$ cat config.mk
export PLATFORM = sky130hd
export DESIGN_NAME = mss_top
export DESIGN_NICKNAME = d
export VERILOG_FILES = /design/src/common/mss_pkg.sv /design/src/common/mss_gap_if.sv /design/src/rtl/mss_gap_timer.sv /design/src/rtl/mss_top.sv
export SDC_FILE = /design/constraint.sdc
export NUM_CORES = 1
export LEC_CHECK = 0
export ABC_CLOCK_PERIOD_IN_PS = 3800
export BUFFER_PORTS_ARGS = -buffer_cell sky130_fd_sc_hd__buf_4
export CELL_PAD_IN_SITES_DETAIL_PLACEMENT = 1
export CELL_PAD_IN_SITES_GLOBAL_PLACEMENT = 1
export CORE_MARGIN = 4
export CORE_UTILIZATION = 40
export DETAILED_ROUTE_END_ITERATION = 8
export GPL_TIMING_DRIVEN = 0
export PLACE_DENSITY_LB_ADDON = 0.1
export SLEW_MARGIN = 15
export SYNTH_ARGS = -nofsm -noshare
export SYNTH_HDL_FRONTEND = slang
export SYNTH_SLANG_ARGS = --single-unit
$ cat constraint.sdc
create_clock -name core_clk -period 3.8 [get_ports core_clk]
set_clock_uncertainty 0.1 [all_clocks]
set_input_delay 0.57 -clock core_clk [delete_from_list [all_inputs] [get_ports core_clk]]
set_output_delay 0.57 -clock core_clk [all_outputs]
set_load 0.005 [all_outputs]
$ cat src/common/mss_pkg.sv
// constants, encodings and types for the measurement sequence scheduler
// Behaviour
// - in step-response mode at most 6 auxiliary slots follow a normal/inverted pair and at most 7 follow a lone normal sample.
// - single-sequence execution is reserved and is refused as a configuration error.
// - in continuous cyclic execution the sequence repeats endlessly, wrapping from the last slot to the first.
// - execution triggered by another front end is reserved and is refused as a configuration error.
// - only in continuous cyclic execution an idle gap of up to 10 ms is inserted between sequences.
// - accelerated mode offers normal plus inverted, normal with auto-zero auxiliary, or normal only as baseline.
// - normal samples only without the auto-zero auxiliary means no internal offset compensation.
// - with advanced options, accelerated mode inserts one auxiliary slot after 2, 4 or 8 measurements of 4 pairs.
// - with normal-only baselines the auxiliary slot follows 16/32/64 normal samples, plus a zero-offset sample if chosen.
// - normal plus inverted at rate two gives eight inverted and eight normal samples, then one auxiliary slot.
// - accelerated mode skips settling waits and reports one bit less effective resolution.
// - the auxiliary-only mode works on one chosen front end and only with advanced options on.
package mss_pkg;

  localparam int CLK_PERIOD_PS      = 4000;
  localparam int CYC_PER_US         = 1000000 / CLK_PERIOD_PS;
  localparam int IDLE_MAX_MS        = 10;
  localparam int IDLE_MAX_US        = IDLE_MAX_MS * 1000;
  localparam int IDLE_W             = 14;
  localparam int STEP_MAX_AUX_PAIR  = 6;
  localparam int STEP_MAX_AUX_ONE   = 7;
  localparam int PAIRS_PER_MEAS     = 4;
  localparam int SAMP_PER_MEAS      = 2 * PAIRS_PER_MEAS;
  localparam int PRE_W              = 12;

  // gray along idle -> run -> gap
  typedef enum logic [1:0] {
    MSS_ST_IDLE = 2'h0,
    MSS_ST_RUN  = 2'h1,
    MSS_ST_GAP  = 2'h3,
    MSS_ST_HALT = 2'h2
  } mss_state_e;

  typedef enum logic [1:0] {
    MAIN_STEP     = 2'h0,
    MAIN_ACCEL    = 2'h1,
    MAIN_AUX_ONLY = 2'h2
  } mss_main_e;

  typedef enum logic [1:0] {
    EXEC_SINGLE = 2'h0,
    EXEC_CONT   = 2'h1,
    EXEC_TRIG   = 2'h2
  } mss_exec_e;

  typedef enum logic [1:0] {
    STEP_POS_NEG_AUX = 2'h0,
    STEP_NEG_POS_AUX = 2'h1,
    STEP_POS_AUX     = 2'h2
  } mss_stepc_e;

  typedef enum logic [1:0] {
    ACC_POS_NEG       = 2'h0,
    ACC_AUTO_ZERO_AUX = 2'h1,
    ACC_POS_ONLY      = 2'h2
  } mss_accc_e;

  typedef enum logic [1:0] {
    RATE_2 = 2'h0,
    RATE_4 = 2'h1,
    RATE_8 = 2'h2
  } mss_rate_e;

  typedef enum logic [2:0] {
    SLOT_NONE            = 3'h0,
    SLOT_NORMAL_SAMPLE   = 3'h1,
    SLOT_INVERTED_SAMPLE = 3'h2,
    SLOT_AUX             = 3'h3,
    SLOT_ZERO_OFFSET     = 3'h4
  } mss_slot_e;

  // one sequence as derived from the settings
  typedef struct packed {
    logic       ok;
    logic [6:0] n_samp;
    logic       alt;
    logic       first_inv;
    logic [2:0] n_aux;
    logic       zero_extra;
    logic       comp;
    logic       accel;
    logic       settle;
  } mss_plan_s;

endpackage

$ cat src/common/mss_gap_if.sv
// idle gap request and completion between scheduler and gap timer
`timescale 1ns/1ps
`default_nettype none
interface mss_gap_if;
  logic                         start;
  logic [mss_pkg::IDLE_W-1:0]   len_us;
  logic                         done;

  modport sched (output start, output len_us, input done);
  modport timer (input start, input len_us, output done);
endinterface
`default_nettype wire

$ cat src/rtl/mss_gap_timer.sv
// microsecond idle gap timer
`timescale 1ns/1ps
`default_nettype none
module mss_gap_timer #(
  parameter int CYC_PER_US = mss_pkg::CYC_PER_US
) (
  input  wire logic   core_clk,
  input  wire logic   rstn,
  mss_gap_if.timer    gap
);

  if (CYC_PER_US < 1 || CYC_PER_US > (1 << mss_pkg::PRE_W))
  begin : g_chk
    $error("gap timer prescale out of range");
  end

  typedef struct packed {
    logic                         busy;
    logic [mss_pkg::PRE_W-1:0]    pre;
    logic [mss_pkg::IDLE_W-1:0]   us;
    logic                         done;
  } mss_tmr_s;

  mss_tmr_s t_q;
  mss_tmr_s t_d;

  // prescale to microseconds, then count down the gap
  always_comb
  begin
    t_d      = t_q;
    t_d.done = 1'b0;
    if (gap.start && gap.len_us != '0)
    begin
      t_d.busy = 1'b1;
      t_d.pre  = '0;
      t_d.us   = gap.len_us;
    end
    else if (t_q.busy)
    begin
      if (t_q.pre == mss_pkg::PRE_W'(CYC_PER_US - 1))
      begin
        t_d.pre = '0;
        if (t_q.us == mss_pkg::IDLE_W'(1))
        begin
          t_d.busy = 1'b0;
          t_d.done = 1'b1;
        end
        else
          t_d.us = t_q.us - mss_pkg::IDLE_W'(1);
      end
      else
        t_d.pre = t_q.pre + mss_pkg::PRE_W'(1);
    end
  end

  always_ff @(posedge core_clk or negedge rstn)
  begin
    if (!rstn)
      t_q <= '0;
    else
      t_q <= t_d;
  end

  assign gap.done = t_q.done;

endmodule
`default_nettype wire

$ cat src/rtl/mss_top.sv
// measurement slot scheduler for one converter front end
`timescale 1ns/1ps
`default_nettype none
module mss_top #(
  parameter int   CYC_PER_US  = mss_pkg::CYC_PER_US,
  parameter logic AUX_ONLY_FE = 1'b0
) (
  input  wire logic                        core_clk,
  input  wire logic                        rstn,
  input  wire logic                        seq_enable,
  input  wire logic                        front_end_sel,
  input  wire logic [1:0]                  main_mode,
  input  wire logic                        advanced_en,
  input  wire logic [1:0]                  exec_mode,
  input  wire logic [1:0]                  step_comb,
  input  wire logic [2:0]                  aux_count,
  input  wire logic [1:0]                  accel_comb,
  input  wire logic [1:0]                  insert_rate,
  input  wire logic [mss_pkg::IDLE_W-1:0]  idle_time_us,
  input  wire logic                        slot_done,
  output var  logic                        slot_valid,
  output var  logic [2:0]                  slot_kind,
  output var  logic                        slot_last,
  output var  logic                        offset_comp_en,
  output var  logic                        reduced_resolution,
  output var  logic                        settle_wait,
  output var  logic                        config_error
);

  if (CYC_PER_US < 1)
  begin : g_chk
    $error("prescale must be at least one cycle");
  end

  typedef struct packed {
    mss_pkg::mss_state_e          st;
    mss_pkg::mss_plan_s           plan;
    logic [mss_pkg::IDLE_W-1:0]   idle;
    logic                         tail;
    logic [6:0]                   pos;
    logic                         valid;
    mss_pkg::mss_slot_e           kind;
    logic                         last;
    logic                         err;
    logic                         gap_go;
  } mss_top_s;

  mss_top_s           s_q;
  mss_top_s           s_d;
  mss_pkg::mss_plan_s plan_now;

  mss_gap_if gap_bus ();

  // derive a sequence plan from the live settings
  function automatic mss_pkg::mss_plan_s plan_f(
    input logic [1:0] mm,
    input logic       adv,
    input logic       fe,
    input logic [1:0] sc,
    input logic [2:0] na,
    input logic [1:0] ac,
    input logic [1:0] rt
  );
    mss_pkg::mss_plan_s p;
    logic [2:0]         lim;
    logic [3:0]         meas;
    p    = '0;
    lim  = 3'(mss_pkg::STEP_MAX_AUX_PAIR);
    meas = 4'h1;
    case (mm)
      mss_pkg::MAIN_STEP:
      begin
        p.ok        = (sc != 2'h3);
        p.alt       = (sc != mss_pkg::STEP_POS_AUX);
        p.first_inv = (sc == mss_pkg::STEP_NEG_POS_AUX);
        p.n_samp    = p.alt ? 7'h02 : 7'h01;
        p.comp      = p.alt;
        p.settle    = 1'b1;
        lim = p.alt ? 3'(mss_pkg::STEP_MAX_AUX_PAIR) : 3'(mss_pkg::STEP_MAX_AUX_ONE);
        // aux count above the limit is clamped rather than refused
        if (!adv || na == 3'h0)
          p.n_aux = 3'h1;
        else
          p.n_aux = (na > lim) ? lim : na;
      end
      mss_pkg::MAIN_ACCEL:
      begin
        case (rt)
          mss_pkg::RATE_2: meas = 4'h2;
          mss_pkg::RATE_4: meas = 4'h4;
          default:         meas = 4'h8;
        endcase
        if (!adv)
          meas = 4'h1;
        p.ok         = (ac != 2'h3) && (!adv || rt != 2'h3);
        p.accel      = 1'b1;
        // widen before the product: 8 measurements give 64 samples, beyond 4 bits
        p.n_samp     = 7'(meas) * 7'(mss_pkg::SAMP_PER_MEAS);
        p.alt        = (ac == mss_pkg::ACC_POS_NEG);
        p.comp       = (ac != mss_pkg::ACC_POS_ONLY);
        p.zero_extra = (ac == mss_pkg::ACC_AUTO_ZERO_AUX);
        p.n_aux      = (adv || p.zero_extra) ? 3'h1 : 3'h0;
      end
      mss_pkg::MAIN_AUX_ONLY:
      begin
        p.ok    = adv && (fe == AUX_ONLY_FE);
        p.n_aux = 3'h1;
      end
      default:
        p.ok = 1'b0;
    endcase
    return p;
  endfunction

  // slots after the samples: aux slots plus optional zero-offset sample
  function automatic logic [3:0] tail_f(input mss_pkg::mss_plan_s p);
    return {1'b0, p.n_aux} + {3'h0, p.zero_extra};
  endfunction

  function automatic mss_pkg::mss_slot_e kind_f(
    input mss_pkg::mss_plan_s p,
    input logic               tail,
    input logic [6:0]         pos
  );
    if (tail)
      return (p.zero_extra && pos[2:0] == p.n_aux) ? mss_pkg::SLOT_ZERO_OFFSET : mss_pkg::SLOT_AUX;
    if (p.alt && (pos[0] ^ p.first_inv))
      return mss_pkg::SLOT_INVERTED_SAMPLE;
    return mss_pkg::SLOT_NORMAL_SAMPLE;
  endfunction

  function automatic logic last_f(
    input mss_pkg::mss_plan_s p,
    input logic               tail,
    input logic [6:0]         pos
  );
    if (tail)
      return pos == {3'h0, tail_f(p) - 4'h1};
    return (pos == p.n_samp - 7'h01) && (tail_f(p) == 4'h0);
  endfunction

  // sequence boundary: settings are sampled only here
  function automatic mss_top_s start_f(
    input mss_top_s                    s,
    input logic                        en,
    input logic [1:0]                  ex,
    input mss_pkg::mss_plan_s          p,
    input logic [mss_pkg::IDLE_W-1:0]  idl
  );
    mss_top_s n;
    n        = s;
    n.valid  = 1'b0;
    n.last   = 1'b0;
    n.tail   = 1'b0;
    n.pos    = 7'h00;
    n.gap_go = 1'b0;
    n.err    = 1'b0;
    n.kind   = mss_pkg::SLOT_NONE;
    if (!en)
    begin
      n.st   = mss_pkg::MSS_ST_IDLE;
      n.plan = '0;
    end
    else if (!p.ok || ex != mss_pkg::EXEC_CONT)
    begin
      n.st   = mss_pkg::MSS_ST_HALT;
      n.err  = 1'b1;
      n.plan = '0;
    end
    else
    begin
      n.st    = mss_pkg::MSS_ST_RUN;
      n.plan  = p;
      n.idle  = (idl > mss_pkg::IDLE_W'(mss_pkg::IDLE_MAX_US)) ? mss_pkg::IDLE_W'(mss_pkg::IDLE_MAX_US) : idl;
      n.tail  = (p.n_samp == 7'h00);
      n.valid = 1'b1;
      n.kind  = kind_f(p, n.tail, 7'h00);
      n.last  = last_f(p, n.tail, 7'h00);
    end
    return n;
  endfunction

  assign plan_now = plan_f(main_mode, advanced_en, front_end_sel, step_comb, aux_count, accel_comb, insert_rate);

  // slot stepping; one slot per front end completion
  always_comb
  begin
    s_d        = s_q;
    s_d.gap_go = 1'b0;
    case (s_q.st)
      mss_pkg::MSS_ST_IDLE,
      mss_pkg::MSS_ST_HALT:
        s_d = start_f(s_q, seq_enable, exec_mode, plan_now, idle_time_us);
      mss_pkg::MSS_ST_RUN:
      begin
        if (slot_done && s_q.valid)
        begin
          if (s_q.last)
          begin
            // gap only exists in cyclic mode, the only one that runs
            if (s_q.idle != '0)
            begin
              s_d.st     = mss_pkg::MSS_ST_GAP;
              s_d.valid  = 1'b0;
              s_d.last   = 1'b0;
              s_d.kind   = mss_pkg::SLOT_NONE;
              s_d.gap_go = 1'b1;
            end
            else
              s_d = start_f(s_q, seq_enable, exec_mode, plan_now, idle_time_us);
          end
          else
          begin
            if (!s_q.tail && s_q.pos == s_q.plan.n_samp - 7'h01)
            begin
              s_d.tail = 1'b1;
              s_d.pos  = 7'h00;
            end
            else
              s_d.pos = s_q.pos + 7'h01;
            s_d.kind = kind_f(s_q.plan, s_d.tail, s_d.pos);
            s_d.last = last_f(s_q.plan, s_d.tail, s_d.pos);
          end
        end
      end
      mss_pkg::MSS_ST_GAP:
      begin
        if (gap_bus.done)
          s_d = start_f(s_q, seq_enable, exec_mode, plan_now, idle_time_us);
      end
      default:
        s_d = '0;
    endcase
  end

  always_ff @(posedge core_clk or negedge rstn)
  begin
    if (!rstn)
      s_q <= '0;
    else
      s_q <= s_d;
  end

  assign gap_bus.start  = s_q.gap_go;
  assign gap_bus.len_us = s_q.idle;

  mss_gap_timer #(
    .CYC_PER_US (CYC_PER_US)
  ) u_gap (
    .core_clk (core_clk),
    .rstn     (rstn),
    .gap      (gap_bus.timer)
  );

  // all outputs straight from the state register
  assign slot_valid         = s_q.valid;
  assign slot_kind          = s_q.kind;
  assign slot_last          = s_q.last;
  assign offset_comp_en     = s_q.plan.comp;
  assign reduced_resolution = s_q.plan.accel;
  assign settle_wait        = s_q.plan.settle;
  assign config_error       = s_q.err;

endmodule
`default_nettype wire

Yosys cells after proc, flatten, opt, wreduce, memory -nomap -nowiden
Cells that the tools add are included.
- magnitude comparators: 2
- equality and inequality tests: 26
- reductions and logical operators: 38
- bitwise logic cells: 2
- muxes and demuxes: 113
- add/subtract/negate cells: 9
- operators by type and width (cell ; count):
    one-hot mux 48 bit (3 select lines) ; 1
    2-to-1 mux 48 bit ; 2
    2-to-1 mux 1 bit ; 60
    2-to-1 mux 3 bit ; 16
    2-to-1 mux 15 bit ; 3
    2-to-1 mux 39 bit ; 1
    2-to-1 mux 19 bit ; 2
    2-to-1 mux 33 bit ; 1
    2-to-1 mux 14 bit ; 2
    2-to-1 mux 28 bit ; 1
    2-to-1 mux 7 bit ; 4
    2-to-1 mux 27 bit ; 1
    2-to-1 mux 5 bit ; 4
    2-to-1 mux 6 bit ; 3
    inequality test 2 bit, second input constant ; 8
    one-hot mux 8 bit (2 select lines) ; 1
    equality test 14 x 1 -> 1 bit, second input constant ; 1
    equality test 7 bit ; 2
    > comparator 14 bit, second input constant ; 1
    logical NOT 7 bit ; 2
    nonzero test 14 bit ; 1
    subtractor 14 x 1 -> 14 bit, second input constant ; 1
    subtractor 7 x 1 -> 7 bit, second input constant ; 2
    adder 12 x 1 -> 12 bit, second input constant ; 1
    32 further kinds ; 69
- output and inout bits: 9
- register bits after elaboration: 75
- bits of input ports: 33
- logic and storage cells: 211

Logic depth before layout (Yosys ltp)
- depth in word-level cells: 27
- mapped depth: 17
- gate-level depth less buffers: 17

By module
A second synthesis with hierarchy kept.
- cells, all modules: 547
- area, all modules: 4708.3 µm²
- modules (own cells, without submodules) (module ; instances ; sequential area each (µm²) ; area an instance (µm²) ; cells each):
    mss_top ; 1 ; 1151.1 ; 3078.0 ; 365
    mss_gap_timer ; 1 ; 700.7 ; 1630.3 ; 182

Worst setup path before layout
OpenSTA, ideal clock, no wires.
- path kind: input -> register
- start: input port step_comb[0]
- end: register s_q (netlist bit slot_last)
- data required time: 3.636 ns
- path slack: 0.802 ns
- arrival: 2.834 ns
- setup time: 0.064 ns
- path buffers: 0
- cell stages on the path: 14
- path through: nand2b_1 > inv_1 > ha_1 > nor2_1 > nand2_1 > a32o_1 > a32oi_1 > ha_1 > nand3b_1 > a21o_1 > a2111oi_0 > a21oi_1 > o31ai_1 > a21o_1
- word-level cells in the longest chain between the ends: 18
- elaborated cells between the ends (all ways): 45
- classes of those cells: 3 x add/sub; 1 x order compare; 2 x eq/ne; 32 x mux; 7 x reduce/logical
- RTL lines (what ; line ; text):
    from (decl) ; mss_top.sv:15 ; input wire logic [1:0] step_comb,
    branches (longest 17 deep; another with adder 3 x 1 -> 4 bit) ; - ;
    one-hot mux 48 bit (3 select lines) * ; mss_top.sv:190 ; case (s_q.st)
    to (signal assigned) ; mss_top.sv:239 ; s_q <= '0;
    to (signal assigned) ; mss_top.sv:241 ; s_q <= s_d;
    to (decl) ; mss_top.sv:48 ; mss_top_s s_q;
Every way passes the cells marked *. The select of a mux whose other input is x is not followed.
A chain may end at the register's enable or synchronous reset.

Worst setup path in the final report
Ends and elaborated chain as after synthesis.

==> impl_metrics.yaml <==
setup_path:
  timing.rr.end: "slot_last"
  cp_top_family: "compound AO/OA/AOI/OAI gates"
  start_kind: "primary input"
  max_stage_delay_ns: 0.42
  path_depth: 17
  reg2regPathDepth: 10
  worst_path_max_delay_cell: "a2111oi_0"
  cp.arrival_ns: 3.45
  worst_path_most_repeated_cell: "ha_1"
  critical_path_class: "in2reg"
  worstPathMaxFanout: 4
  cp.required_ns: 3.97
  crit_buf_inv: 3
  end_kind: "flip-flop"
  timing.rr.start: "s_q[38]"
  rrSetupSlack_ns: 0.99
  cp_cell_sequence: "buf_4 > nand2b_1 > inv_1 > ha_1 > nor2_1 > nand2_1 > a32o_1 > a32oi_1 > ha_1 > ha_1 > inv_1 > a21oi_1 > mux2i_1 > a2111oi_0 > a21oi_1 > o31ai_1 > a21o_1"
clock_tree:
  cts_resized: 0
  root_buffer: "clkbuf_16"
  clock-sinks: 74
  insertion_delay_ns: 0.33
  cts_hold_buf: 0
  cts_tree: "done"
  cts_buffer_depth: 2
  cts_made_buffers: 9
  post_cts_buffers: 0
  htreeDepth: 3
  clkSlewWorstSetupHoldPaths_ns: 0.06
timing:
  grt_setup_unrepaired: "no"
  whs_ns: 0.2944
  period_share_pct: 86.23
  tns_ns: 0
  maxSlewHeadroom_pct: 34.39
  setup_viol: 0
  fin_crit_ns: 3.277
  final-hold-violation-count: 0
  fmax_ghz: 0.3052
  slew_viol_final: 0
  setup_ws_ns: 0.5232
  worstMarginPinSlew_ns: 0.9842
drt:
  totalWireLength_mm: 12.67
  ant_nets: 0
  drt-met1-wl_mm: 6.291
  drt-vias-per-instance: 5.503
  vias: 4028
  post_drt_wl_per_cell_um: 17.31
  first_pass_iters: 6
  topRoutingLayerUsed: "met4"
  dr_wl_met2_mm: 5.899
  first_iter_violations: 195
  met3_length_um: 402
  drcViolationCount: 0
place:
  place_ws_ns: 0.2405
  dpl.cell_count: 716
  globalplace.congestion: 0.8189
  io_buffers: 40
  dp_hpwl_mm: 9.536
  dpl_cell_area_mm2: 0.005039
logic_synthesis:
  ys.flop_type: "dfrtp_1"
  synthArstFlopShare_pct: 100.0
  syn_area_per_cell_um2: 8.513
  synth_enable_flop_cells: 0
  syn_inst: 536
  syn_area_mm2: 0.004563
  synth-seq-area-share_pct: 40.58
  synth_nets: 582
  ys_ff_latch: 74
  synth_cell_types: 61
  ys.warnings.count: 0
power:
  p_total_mw: 2.516
  switching_share_pct: 32.46
  p_sw_uw: 816.7
  seqPwrFrac_pct: 39.6
  clkPwrFrac_pct: 35.6
  p_leak_nw: 2.417
  p_comb_share_pct: 24.8
  p_per_area_mw_per_mm2: 470.3
  p_int_mw: 1.700
  vdd_drop_max_v: 0.0001920
finish:
  finish.utilization_pct: 48.71
  drive_gt1_share_pct: 13.01
  layout_common_cells: "91 x nand2_1, 74 x dfrtp_1, 47 x o21ai_1, 43 x buf_4, 35 x nor2_1"
  syn_to_final_growth_pct: 17.25
  instances_no_fill: 732
  n_antenna_cell: 0
  design_area_mm2: 0.005350
  layout_commonest_cell: "nand2_1"
  nets: 633
grt:
  track_usage_pct: 19.67
  antenna_found_initial: 0
  gr-total-overflow: 0
  grt_pass1_wl_mm: 20.80
  grt_max_degree: 75
  grt_pass1_vias: 4127
floorplanning:
  start_util_pct: 41.55
  core_region_area_mm2: 0.01098
  die_height_um: 114.8
  dieArea_mm2: 0.01318
  dieWidth_um: 114.8
  row_count: 38
  pin_count: 42
job:
  drv_cap: 0
status:
  status: "finished clean"
min_path:
  hold_class: "in2async"
## synthesized netlist by cell type, drive strengths merged, types with 2 or more instances
| library cell | number | area, um^2 |
|---|---|---|
| a311oi | 3 | 43.80 |
| nor2 | 35 | 131.4 |
| and4 | 2 | 17.52 |
| inv | 22 | 82.58 |
| nor3 | 12 | 65.06 |
| nand4 | 8 | 56.30 |
| a21oi | 16 | 83.83 |
| and3 | 9 | 56.30 |
| o211ai | 2 | 15.01 |
| or3 | 5 | 31.28 |
| clkbuf | 17 | 63.81 |
| a21o | 6 | 45.04 |
| nor2b | 8 | 50.05 |
| o21ai | 56 | 280.3 |
| nand3 | 23 | 115.1 |
| or2 | 6 | 37.54 |
| a31oi | 12 | 75.07 |
| nand3b | 4 | 30.03 |
| xnor2 | 30 | 262.8 |
| o21a | 2 | 15.01 |
| buf | 10 | 63.81 |
| a22o | 4 | 35.03 |
| ha | 13 | 162.7 |
| o31ai | 7 | 52.55 |
| o2111ai | 2 | 17.52 |
| dfrtp | 74 | 1852 |
| xor2 | 12 | 105.1 |
| nand2b | 8 | 50.05 |
| nor4b | 2 | 32.53 |
| and2 | 4 | 25.02 |
| a32oi | 2 | 17.52 |
| nand2 | 91 | 341.6 |
| nor4 | 12 | 87.58 |
## per-layer routing
| layer | vias up | global-route usage, % |
|---|---|---|
| met5 | - | 0 |
| met4 | 0 | 4.617 |
| met3 | 10 | 3.105 |
| met2 | 75 | 31.86 |
| met1 | 1961 | 27.87 |
| li1 | 1982 | - |
## worst max path at each step
stage / from / end / slack (ns)
finish: step_comb[0] / slot_last / 0.52
global route: step_comb[0] / slot_last / 0.21
CTS: step_comb[0] / slot_last / 0.56
detailed placement: step_comb[0] / slot_last / 0.24
global placement: step_comb[0] / slot_last / 0.27
floorplan: step_comb[0] / slot_last / 0.80
## logic make-up (layout without fill, tap and decap cells)
group           Yosys count  in the layout  synth area share [%]
simple gates            233            233                 25.39
flops                    74             74                 40.58
xor+xnor                 43             43                 8.582
fa+ha+maj                13             13                 3.565
mux                       2              2                0.4661
buf+inv                  49            105                 4.606
compound gates          122            122                 16.81
## power by group through the flow
stage	clock network, mW	logic, mW	registers, mW
after global placement	0	0.599	1.00
after CTS	0.915	0.629	0.995
final	0.896	0.624	0.997
after detailed placement	0	0.622	1.01
after floorplan	0	0.425	0.972
after global routing	0.947	0.700	1.01
## sequential cells by signal (all words and copies together) (netlist names)
signal,cells
gap_bus.len_us,14
slot_last,1
u_gap.t_q,27
config_error,1
offset_comp_en,1
slot_kind,3
gap_bus.start,1
slot_valid,1
u_gap.gap.done,1
settle_wait,1
s_q,22
reduced_resolution,1
## final cells by class
class	count	area, um^2
Timing Repair Buffer	40	300.3
Multi-Input combinational cell	413	2501
Clock buffer	10	239.0
Inverter	22	82.58
Clock inverter	6	72.57
Buffer	27	127.6
Fill cell	1350	5633
Sequential cell	74	1852
Tap cell	140	175.2
Note: power is estimated with default switching activity, not from simulation.
